$ cat src/dssm_consts.svh
// constants of the drive state and status block: offsets, fields, reset values, timing
// assumes a 20 MHz clock and a word-addressed AHB-Lite register map
`ifndef DSSM_CONSTS_SVH
`define DSSM_CONSTS_SVH

// ------------------------------------------------------------------
// register indices as printed; byte address is four times the index
// ------------------------------------------------------------------
`define DSSM_IDX_CMD      16'h6040
`define DSSM_IDX_STATUS   16'h6041
`define DSSM_IDX_MODE_SEL 16'h6060
`define DSSM_IDX_MODE_ECH 16'h6061
`define DSSM_IDX_IRQ_STAT 16'h7000
`define DSSM_IDX_IRQ_MASK 16'h7001
`define DSSM_IDX_CTRL     16'h7002

// ------------------------------------------------------------------
// command word bit positions
// ------------------------------------------------------------------
`define DSSM_CW_SWON   0
`define DSSM_CW_ENVOLT 1
`define DSSM_CW_NOQS   2
`define DSSM_CW_ENOP   3
`define DSSM_CW_FRST   7

// ------------------------------------------------------------------
// status word bit positions
// ------------------------------------------------------------------
`define DSSM_SW_RTSO   0
`define DSSM_SW_SWON   1
`define DSSM_SW_OPEN   2
`define DSSM_SW_FAULT  3
`define DSSM_SW_VOLT   4
`define DSSM_SW_NOQS   5
`define DSSM_SW_SOD    6
`define DSSM_SW_TGT    10
`define DSSM_SW_LIM    11

// ------------------------------------------------------------------
// mode encodings and reset values
// ------------------------------------------------------------------
`define DSSM_MODE_OFF  8'hff
`define DSSM_MODE_VEL  8'h02
`define DSSM_MODE_RST  8'hff
`define DSSM_CTRL_RST  4'h0

// ------------------------------------------------------------------
// timing: fault reaction duration
// ------------------------------------------------------------------
`define DSSM_CLK_NS     50
`define DSSM_FREACT_NS  1000
`define DSSM_FREACT_CYC ((`DSSM_FREACT_NS + `DSSM_CLK_NS - 1) / `DSSM_CLK_NS)

`endif

$ cat src/dssm_pkg.sv
// types of the drive state and status block
// assumes dssm_consts.svh supplies the numbers
package dssm_pkg;
  // ------------------------------------------------------------------
  // drive states
  // ------------------------------------------------------------------
  typedef enum logic [2:0]
  {
    DSSM_NOT_READY,
    DSSM_SO_DISABLED,
    DSSM_READY,
    DSSM_SWITCHED_ON,
    DSSM_OP_ENABLED,
    DSSM_QSTOP,
    DSSM_FAULT_REACT,
    DSSM_FAULT
  } dssm_state_t;

  // ------------------------------------------------------------------
  // bus pending data phase
  // ------------------------------------------------------------------
  typedef struct packed
  {
    logic        valid;
    logic        write;
    logic [15:0] index;
  } dssm_req_t;

  // ------------------------------------------------------------------
  // external drive conditions
  // ------------------------------------------------------------------
  typedef struct packed
  {
    logic volt_ok;
    logic target;
    logic limit;
    logic error;
  } dssm_cond_t;
endpackage

$ cat src/dssm_mode_mem.sv
// small memory of the mode select value and its echo
// assumes one clock, async active-low reset; read data come out of a register
`include "dssm_consts.svh"
module dssm_mode_mem
  import dssm_pkg::*;
(
  input  wire logic       hclk,
  input  wire logic       hresetn,
  input  wire logic       wr_en,
  input  wire logic [7:0] wr_data,
  output logic      [7:0] sel_q,
  output logic      [7:0] echo_q
);
  logic [7:0] sel_next; // next select value

  // ------------------------------------------------------------------
  // next value
  // ------------------------------------------------------------------
  always_comb
  begin
    sel_next = sel_q;
    if (wr_en)
    begin
      sel_next = wr_data;
    end
  end

  // ------------------------------------------------------------------
  // registers; echo follows select one cycle later
  // ------------------------------------------------------------------
  always_ff @(posedge hclk or negedge hresetn)
  begin
    if (!hresetn)
    begin
      sel_q  <= `DSSM_MODE_RST;
      echo_q <= `DSSM_MODE_RST;
    end
    else
    begin
      sel_q  <= sel_next;
      echo_q <= sel_q;
    end
  end
endmodule

$ cat src/dssm_top.sv
// drive state machine, status word, mode select and echo on AHB-Lite
// assumes one 20 MHz clock, async active-low reset, single word transfers
//
// What this block does
// - shutdown, switch-on, disable-voltage commands decoded
// - quick stop, disable/enable operation, fault reset
// - state shown in status bits 0,1,2,3,6
// - bit 4 follows power circuit voltage good
// - bit 5 high unless quick stop active
// - bit 10 target reached, bit 11 limit
// - not-ready and switch-on-disabled encodings
// - ready, switched-on, operation-enabled encodings
// - quick stop, fault reaction, fault encodings
// - status word read only, live state
// - mode select writable: -1 off, 2 velocity
// - velocity mode flag drives profile generation
// - mode echo mirrors the selected mode
// - fault reaction ends in fault state
`include "dssm_consts.svh"
module dssm_top
  import dssm_pkg::*;
(
  input  wire logic        hclk,
  input  wire logic        hresetn,
  input  wire logic        hsel,
  input  wire logic [31:0] haddr,
  input  wire logic [1:0]  htrans,
  input  wire logic        hwrite,
  input  wire logic [2:0]  hsize,
  input  wire logic [31:0] hwdata,
  input  wire logic        hready,
  output logic      [31:0] hrdata,
  output logic             hreadyout,
  output logic             hresp,
  input  wire logic        volt_ok,
  input  wire logic        target_reached,
  input  wire logic        limit_active,
  input  wire logic        drive_error,
  output logic             velocity_mode,
  output logic             torque_on,
  output logic             irq
);
  // ------------------------------------------------------------------
  // state
  // ------------------------------------------------------------------
  dssm_state_t state_reg, state_next;          // drive state
  logic [7:0]  cmd_reg, cmd_next;              // command word
  dssm_req_t   req_reg, req_next;              // pending data phase
  logic [31:0] rdata_reg, rdata_next;          // read data
  logic [3:0]  ist_reg, ist_next;              // sticky events
  logic [3:0]  imask_reg, imask_next;          // event mask
  logic        irq_reg, irq_next;              // interrupt out
  logic        vel_reg, vel_next;              // velocity mode out
  logic        tq_reg, tq_next;                // torque out
  logic [4:0]  frc_reg, frc_next;              // fault reaction count
  logic [15:0] status;                         // live status word
  dssm_cond_t  cond;                           // external conditions
  logic [3:0]  events;                         // state change pulse, error/limit/target levels
  logic        st_changed;                     // state changed pulse
  logic        mode_wr;                        // mode select write
  logic [7:0]  mode_sel;                       // stored select
  logic [7:0]  mode_echo;                      // stored echo

  assign cond = '{volt_ok: volt_ok, target: target_reached,
                  limit: limit_active, error: drive_error};

  // ------------------------------------------------------------------
  // status encoding per state
  // ------------------------------------------------------------------
  function automatic logic [6:0] state_bits(input dssm_state_t s);
    case (s)
      DSSM_NOT_READY:   state_bits = 7'b0100000;
      DSSM_SO_DISABLED: state_bits = 7'b1100000;
      DSSM_READY:       state_bits = 7'b0100001;
      DSSM_SWITCHED_ON: state_bits = 7'b0100011;
      DSSM_OP_ENABLED:  state_bits = 7'b0100111;
      DSSM_QSTOP:       state_bits = 7'b0000111;
      DSSM_FAULT_REACT: state_bits = 7'b0101111;
      default:          state_bits = 7'b0101000;
    endcase
  endfunction

  // ------------------------------------------------------------------
  // status word assembly
  // ------------------------------------------------------------------
  always_comb
  begin
    status = 16'h0000;
    status[6:0] = state_bits(state_reg);
    status[`DSSM_SW_VOLT] = cond.volt_ok;
    status[`DSSM_SW_TGT] = cond.target;
    status[`DSSM_SW_LIM] = cond.limit;
  end

  // ------------------------------------------------------------------
  // state machine next value
  // ------------------------------------------------------------------
  always_comb
  begin
    state_next = state_reg;
    frc_next   = frc_reg;
    case (state_reg)
      DSSM_NOT_READY:
        state_next = DSSM_SO_DISABLED;
      DSSM_SO_DISABLED:
        if (!cmd_reg[`DSSM_CW_FRST] && cmd_reg[`DSSM_CW_NOQS] &&
            cmd_reg[`DSSM_CW_ENVOLT] && !cmd_reg[`DSSM_CW_SWON])
          state_next = DSSM_READY;
      DSSM_READY:
        if (!cmd_reg[`DSSM_CW_ENVOLT] || !cmd_reg[`DSSM_CW_NOQS])
          state_next = DSSM_SO_DISABLED;
        else if (cmd_reg[`DSSM_CW_SWON] && !cmd_reg[`DSSM_CW_ENOP] && cond.volt_ok)
          state_next = DSSM_SWITCHED_ON;
      DSSM_SWITCHED_ON:
        if (!cmd_reg[`DSSM_CW_ENVOLT] || !cmd_reg[`DSSM_CW_NOQS])
          state_next = DSSM_SO_DISABLED;
        else if (!cmd_reg[`DSSM_CW_SWON])
          state_next = DSSM_READY;
        else if (cmd_reg[`DSSM_CW_ENOP])
          state_next = DSSM_OP_ENABLED;
      DSSM_OP_ENABLED:
        if (!cmd_reg[`DSSM_CW_ENVOLT])
          state_next = DSSM_SO_DISABLED;
        else if (!cmd_reg[`DSSM_CW_NOQS])
          state_next = DSSM_QSTOP;
        else if (!cmd_reg[`DSSM_CW_SWON])
          state_next = DSSM_READY;
        else if (!cmd_reg[`DSSM_CW_ENOP])
          state_next = DSSM_SWITCHED_ON;
      DSSM_QSTOP:
        if (!cmd_reg[`DSSM_CW_ENVOLT])
          state_next = DSSM_SO_DISABLED;
        else if (cmd_reg[3:0] == 4'hf)
          state_next = DSSM_OP_ENABLED;
      DSSM_FAULT_REACT:
      begin
        if (frc_reg == 5'(`DSSM_FREACT_CYC - 1))
          state_next = DSSM_FAULT;
        else
          frc_next = frc_reg + 5'h01;
      end
      default:
        if (cmd_reg[`DSSM_CW_FRST] && !cond.error)
          state_next = DSSM_SO_DISABLED;
    endcase
    if (cond.error && state_reg != DSSM_FAULT_REACT && state_reg != DSSM_FAULT)
    begin
      state_next = DSSM_FAULT_REACT;
      frc_next   = 5'h00;
    end
  end

  // ------------------------------------------------------------------
  // bus slave next values
  // ------------------------------------------------------------------
  always_comb
  begin
    logic [15:0] idx;
    idx        = haddr[17:2];
    req_next   = '{valid: 1'b0, write: 1'b0, index: 16'h0000};
    cmd_next   = cmd_reg;
    rdata_next = rdata_reg;
    imask_next = imask_reg;
    mode_wr    = 1'b0;
    st_changed = (state_next != state_reg);
    events     = {st_changed, cond.error, cond.limit, cond.target};
    // sets win over write-one clears
    ist_next   = ist_reg;
    if (hsel && hready && htrans[1])
    begin
      req_next = '{valid: 1'b1, write: hwrite, index: idx};
      if (idx == `DSSM_IDX_STATUS)
        rdata_next = {16'h0000, status};
      else if (idx == `DSSM_IDX_CMD)
        rdata_next = {24'h000000, cmd_reg};
      else if (idx == `DSSM_IDX_MODE_ECH)
        rdata_next = {24'h000000, mode_echo};
      else if (idx == `DSSM_IDX_MODE_SEL)
        rdata_next = {24'h000000, mode_sel};
      else if (idx == `DSSM_IDX_IRQ_STAT)
        rdata_next = {28'h0000000, ist_reg};
      else if (idx == `DSSM_IDX_IRQ_MASK)
        rdata_next = {28'h0000000, imask_reg};
      else
        rdata_next = 32'h00000000;
    end
    if (req_reg.valid && req_reg.write)
    begin
      if (req_reg.index == `DSSM_IDX_CMD)
        cmd_next = hwdata[7:0];
      else if (req_reg.index == `DSSM_IDX_MODE_SEL)
        mode_wr = 1'b1;
      else if (req_reg.index == `DSSM_IDX_IRQ_STAT)
        ist_next = ist_reg & ~hwdata[3:0];
      else if (req_reg.index == `DSSM_IDX_IRQ_MASK)
        imask_next = hwdata[3:0];
    end
    ist_next = ist_next | events;
    irq_next = |(ist_next & imask_next);
    vel_next = (mode_echo == `DSSM_MODE_VEL);
    tq_next  = (state_next == DSSM_OP_ENABLED) || (state_next == DSSM_QSTOP);
  end

  // ------------------------------------------------------------------
  // mode select memory
  // ------------------------------------------------------------------
  dssm_mode_mem u_mode
  (
    .hclk    (hclk),
    .hresetn (hresetn),
    .wr_en   (mode_wr),
    .wr_data (hwdata[7:0]),
    .sel_q   (mode_sel),
    .echo_q  (mode_echo)
  );

  // ------------------------------------------------------------------
  // registers
  // ------------------------------------------------------------------
  always_ff @(posedge hclk or negedge hresetn)
  begin
    if (!hresetn)
    begin
      state_reg <= DSSM_NOT_READY;
      cmd_reg   <= 8'h00;
      req_reg   <= '0;
      rdata_reg <= 32'h00000000;
      ist_reg   <= `DSSM_CTRL_RST;
      imask_reg <= `DSSM_CTRL_RST;
      irq_reg   <= 1'b0;
      vel_reg   <= 1'b0;
      tq_reg    <= 1'b0;
      frc_reg   <= 5'h00;
    end
    else
    begin
      state_reg <= state_next;
      cmd_reg   <= cmd_next;
      req_reg   <= req_next;
      rdata_reg <= rdata_next;
      ist_reg   <= ist_next;
      imask_reg <= imask_next;
      irq_reg   <= irq_next;
      vel_reg   <= vel_next;
      tq_reg    <= tq_next;
      frc_reg   <= frc_next;
    end
  end

  assign hrdata        = rdata_reg;
  assign hreadyout     = 1'b1;
  assign hresp         = 1'b0;
  assign irq           = irq_reg;
  assign velocity_mode = vel_reg;
  assign torque_on     = tq_reg;
endmodule
$ cat config.mk
export PLATFORM = sky130hd
export DESIGN_NAME = dssm_top
export DESIGN_NICKNAME = d
export VERILOG_FILES = /design/src/dssm_pkg.sv /design/src/dssm_mode_mem.sv /design/src/dssm_top.sv
export VERILOG_INCLUDE_DIRS = /design/src
export SDC_FILE = /design/constraint.sdc
export NUM_CORES = 1
export LEC_CHECK = 0
export ABC_AREA = 1
export BUFFER_PORTS_ARGS = -buffer_cell sky130_fd_sc_hd__buf_4
export CAP_MARGIN = 20
export CORE_ASPECT_RATIO = 0.7
export CORE_MARGIN = 4
export CORE_UTILIZATION = 52
export CTS_CLUSTER_SIZE = 40
export DETAILED_ROUTE_END_ITERATION = 10
export PLACE_DENSITY = 0.87
export SYNTH_ARGS = -nofsm -noshare
export SYNTH_HDL_FRONTEND = slang
export SYNTH_HIERARCHICAL = 1
export SYNTH_SLANG_ARGS = --single-unit
$ cat constraint.sdc
create_clock -name hclk -period 2 [get_ports hclk]
set_clock_uncertainty 0.2 [all_clocks]
set_input_delay 0 -clock hclk [delete_from_list [all_inputs] [get_ports hclk]]
set_output_delay 0 -clock hclk [all_outputs]
set_load 0.05 [all_outputs]
==> summary.txt <==
STA
  • Setup violators final: 0
  • RSZ-0062 raised after global routing: true
  • Hold slack: 108 ps
  • Final hold violations: 0
  • Slew Limit Fails: 0
  • Relative slew slack: 41.4%
  • Fin crit share: 99.0%
  • Tmin final: 1980 ps
  • Slew @ Worst Pin: 878 ps
  • Fmax: 505 MHz
  • Final TNS setup: 0 ps

Placement
  • DP Cell Count: 604
  • HPWL Detailed: 6.74 mm
  • PortBufs: 46
  • Routability-driven placement congestion ratio: 1.00

GRT
  • Total grt overflow: 0
  • GRT Resource Usage Total: 24.1%
  • Largest net degree at the start of global routing: 72
  • Number of antenna violations at the first check in global routing: 0
  • Vias in the first global route: 3270
  • First-pass GRT wire length: 15.9 mm

Critical path
  • CP most frequent cell: nand2_2
  • CP startpoint kind: flop
  • Crit-path cells: or2_4 -> nor2_4 -> nand3_4 -> nor2_4 -> nand3_2 -> nand2_2 -> nand2_2 -> nand2_2 -> nand2_2 -> nor2_2 -> nand2_1
  • Required time of the worst setup path: 2040 ps
  • Critical Path Slowest Stage Cell: dfrtp_1
  • Crit-path max cell delay: 400 ps
  • Data arrival, critical path: 2020 ps
  • CP Buf/Inv Count: 0
  • Crit path kind: flop to flop
  • CP top delay family: simple AND/OR/NAND/NOR gates
  • CP Capture Type: flop
  • Worst Path Max Fanout: 4

Layout
  • Max reg flops: 18
  • # diodes: 0
  • Layout Nets: 640
  • Share of cells above drive strength 1: 25.6%
  • Finished Core Util: 69.7%
  • FF+latch area: 1800 µm²
  • Area delta synth->final: 26.7%
  • Final non-filler cell total: 660
  • Layout fillers: 546
  • Area of the multi-input gates: 1650 µm²

Synthesis
  • Cell area after synthesis: 3810 µm²
  • Synth Register Bits: 71
  • Ys Warns: 6
  • Post-synthesis sequential area ratio: 47.2%
  • Synth Area per Inst: 8.13 µm²
  • Synth Instances: 468
  • Netlist cell types: 40

Run status
  • Outcome: finished clean

Pwr
  • Pwr Total: 3.91 mW
  • Max VDD drop: 617 µV
  • PwrDens: 811 nW/µm²
  • Leakage dissipation: 2.54 nW

CTS
  • Clk sinks: 71
  • Clock buffer count from CTS: 9
  • Clk slew on worst S/H paths: 70 ps
  • Max clock buf depth: 2
  • TritonCTS clock tree: yes
  • Later-pin clock latency in the skew report: 350 ps
  • Root Buffer: clkbuf_8
  • H-tree Lvls: 3

Floorplanning
  • Die Wd: 110 µm
  • Die Ht: 79.6 µm
  • IO Count: 115
  • Site Rows: 25
  • Initial Util: 55.1%
  • Die area: 8770 µm²
  • Core area: 6910 µm²

Routing
  • Met1 wire length: 4.35 mm
  • Final WL: 10.2 mm
  • WL met2: 4.60 mm
  • Via count: 3443
  • Residual DRC: 0
  • Starting DRT DRC Count: 400
  • Routed via count divided by cell count: 5.22
  • Post-DRT Antenna Nets: 0
  • DRT Pass-1 Iters: 5
  • DR WL met3: 970 µm
  • Top Layer Used: met4
  • Post-DR wirelength/cell: 15.4 µm

Min path
  • Worst min-delay path class: input port to async pin

Job
  • Maxcap violations: 0
==> synthesized netlist by cell type, drive strengths merged <==
cell	instances	share of area, %
clkinv	1	0.099
o21bai	2	0.39
conb	2	0.20
o2111ai	2	0.46
nor4	1	0.33
nor3	5	1.2
and3	1	0.16
o31ai	3	0.59
nand4	14	2.3
or4	1	0.20
buf	31	6.5
dfstp	16	11
nor2	56	6.4
or2	1	0.23
dfrtp	55	36
a21oi	8	1.2
inv	64	6.3
o21ai	21	3.1
o22ai	1	0.16
nor3b	1	0.20
ha	1	0.33
nand3	45	7.4
mux2	4	1.4
nand2	129	13
clkbuf	3	0.30
==> layout make-up <==
cell class                      instances  area share, %
Multi-Input combinational cell        320           34.2
Clock inverter                          3          0.882
Timing Repair Buffer                   94           16.7
Sequential cell                        71           37.3
Clock buffer                           13           3.30
Tap cell                               94           2.44
Inverter                               65           5.06
==> what timing repair did <==
item                                    in CTS  in global routing
endpoints found under the hold margin      114                  0
resized for setup                            0                 21
buffers inserted                             0                  3
endpoints found under the setup margin       0                 28
hold buffers                                37                  0
==> per-layer routing <==
layer | vias up | track usage (%)
li1 | 1620 | -
met3 | 28 | 6.47
met5 | - | 0
met2 | 189 | 36.4
met4 | 0 | 8.00
met1 | 1606 | 33.6
==> stage by stage <==
stage / cell area (µm²) / worst slack, ps
after floorplan: 3890 / 322
after global placement: 4150 / 63.6
after detailed placement: 4150 / 58.7
after CTS: 4730 / 52.5
after global routing: 4820 / -74.3
final: 4820 / 20.9
==> cell usage in the layout (no fill, tap or decap), types with 2 or more instances in the layout <==
cell / n
inv_1: 55
o21ai_0: 16
nor2_2: 6
clkbuf_1: 2
nor3_4: 2
nand2_1: 115
nand2_4: 2
nand4_1: 14
nand2_2: 12
mux2_4: 2
a21oi_1: 7
mux2_2: 2
nor3_1: 2
o21bai_1: 2
dlygate4sd3_1: 35
nand3_2: 6
o31ai_1: 3
o21ai_1: 2
nor2_4: 3
buf_4: 56
dfrtp_2: 3
dlymetal6s4s_1: 2
clkbuf_8: 11
nand3_1: 35
nand3_4: 4
dfstp_2: 16
conb_1: 24
nor2_1: 47
inv_2: 9
dfrtp_1: 52
o2111ai_1: 2
o21ai_2: 3
==> final timing paths <==
check / start / endpoint / slack, ps / depth (start not counted)
max in group asynchronous: hresetn / state_reg[1]$_DFF_PN0_ / 850 / 2
min: hresetn / hrdata[5]$_DFFE_PN0P_ / 110 / 2
max: req_reg[4]$_DFF_PN0_ / irq$_DFF_PN0_ / 20 / 11
max reg2reg: req_reg[4]$_DFF_PN0_ / irq$_DFF_PN0_ / 20 / 11
min in group hclk: u_mode/sel_q[2]$_DFFE_PN1P_ / u_mode/echo_q[2]$_DFF_PN1_ / 190 / 0
min reg2reg: u_mode/sel_q[2]$_DFFE_PN1P_ / u_mode/echo_q[2]$_DFF_PN1_ / 190 / 0
==> logic make-up after synthesis <==
| logic type | after synthesis | share of synthesized area [%] |
|---|---|---|
| compound gates | 37 | 5.82 |
| mux | 4 | 1.38 |
| simple gates | 254 | 31.9 |
| fa+ha+maj | 1 | 0.329 |
| flops | 71 | 47.2 |
| buf+inv | 99 | 13.2 |
| other cells | 2 | 0.197 |
==> worst reg2reg max path, delay by kind of cell (launching register included) <==
| family | cells | cell delay (ps) |
|---|---|---|
| flip-flops | 1 | 400 |
| AND/OR/NAND/NOR | 11 | 1260 |
==> where the power goes <==
part | leakage [nW] | total (mW) | switching (mW) | internal (mW)
logic | 1.60 | 1.09 | 0.712 | 0.374
clock network | 0.0996 | 1.16 | 0.519 | 0.643
registers | 0.840 | 1.66 | 0.134 | 1.53
Note: power is estimated with default switching activity, not from simulation.
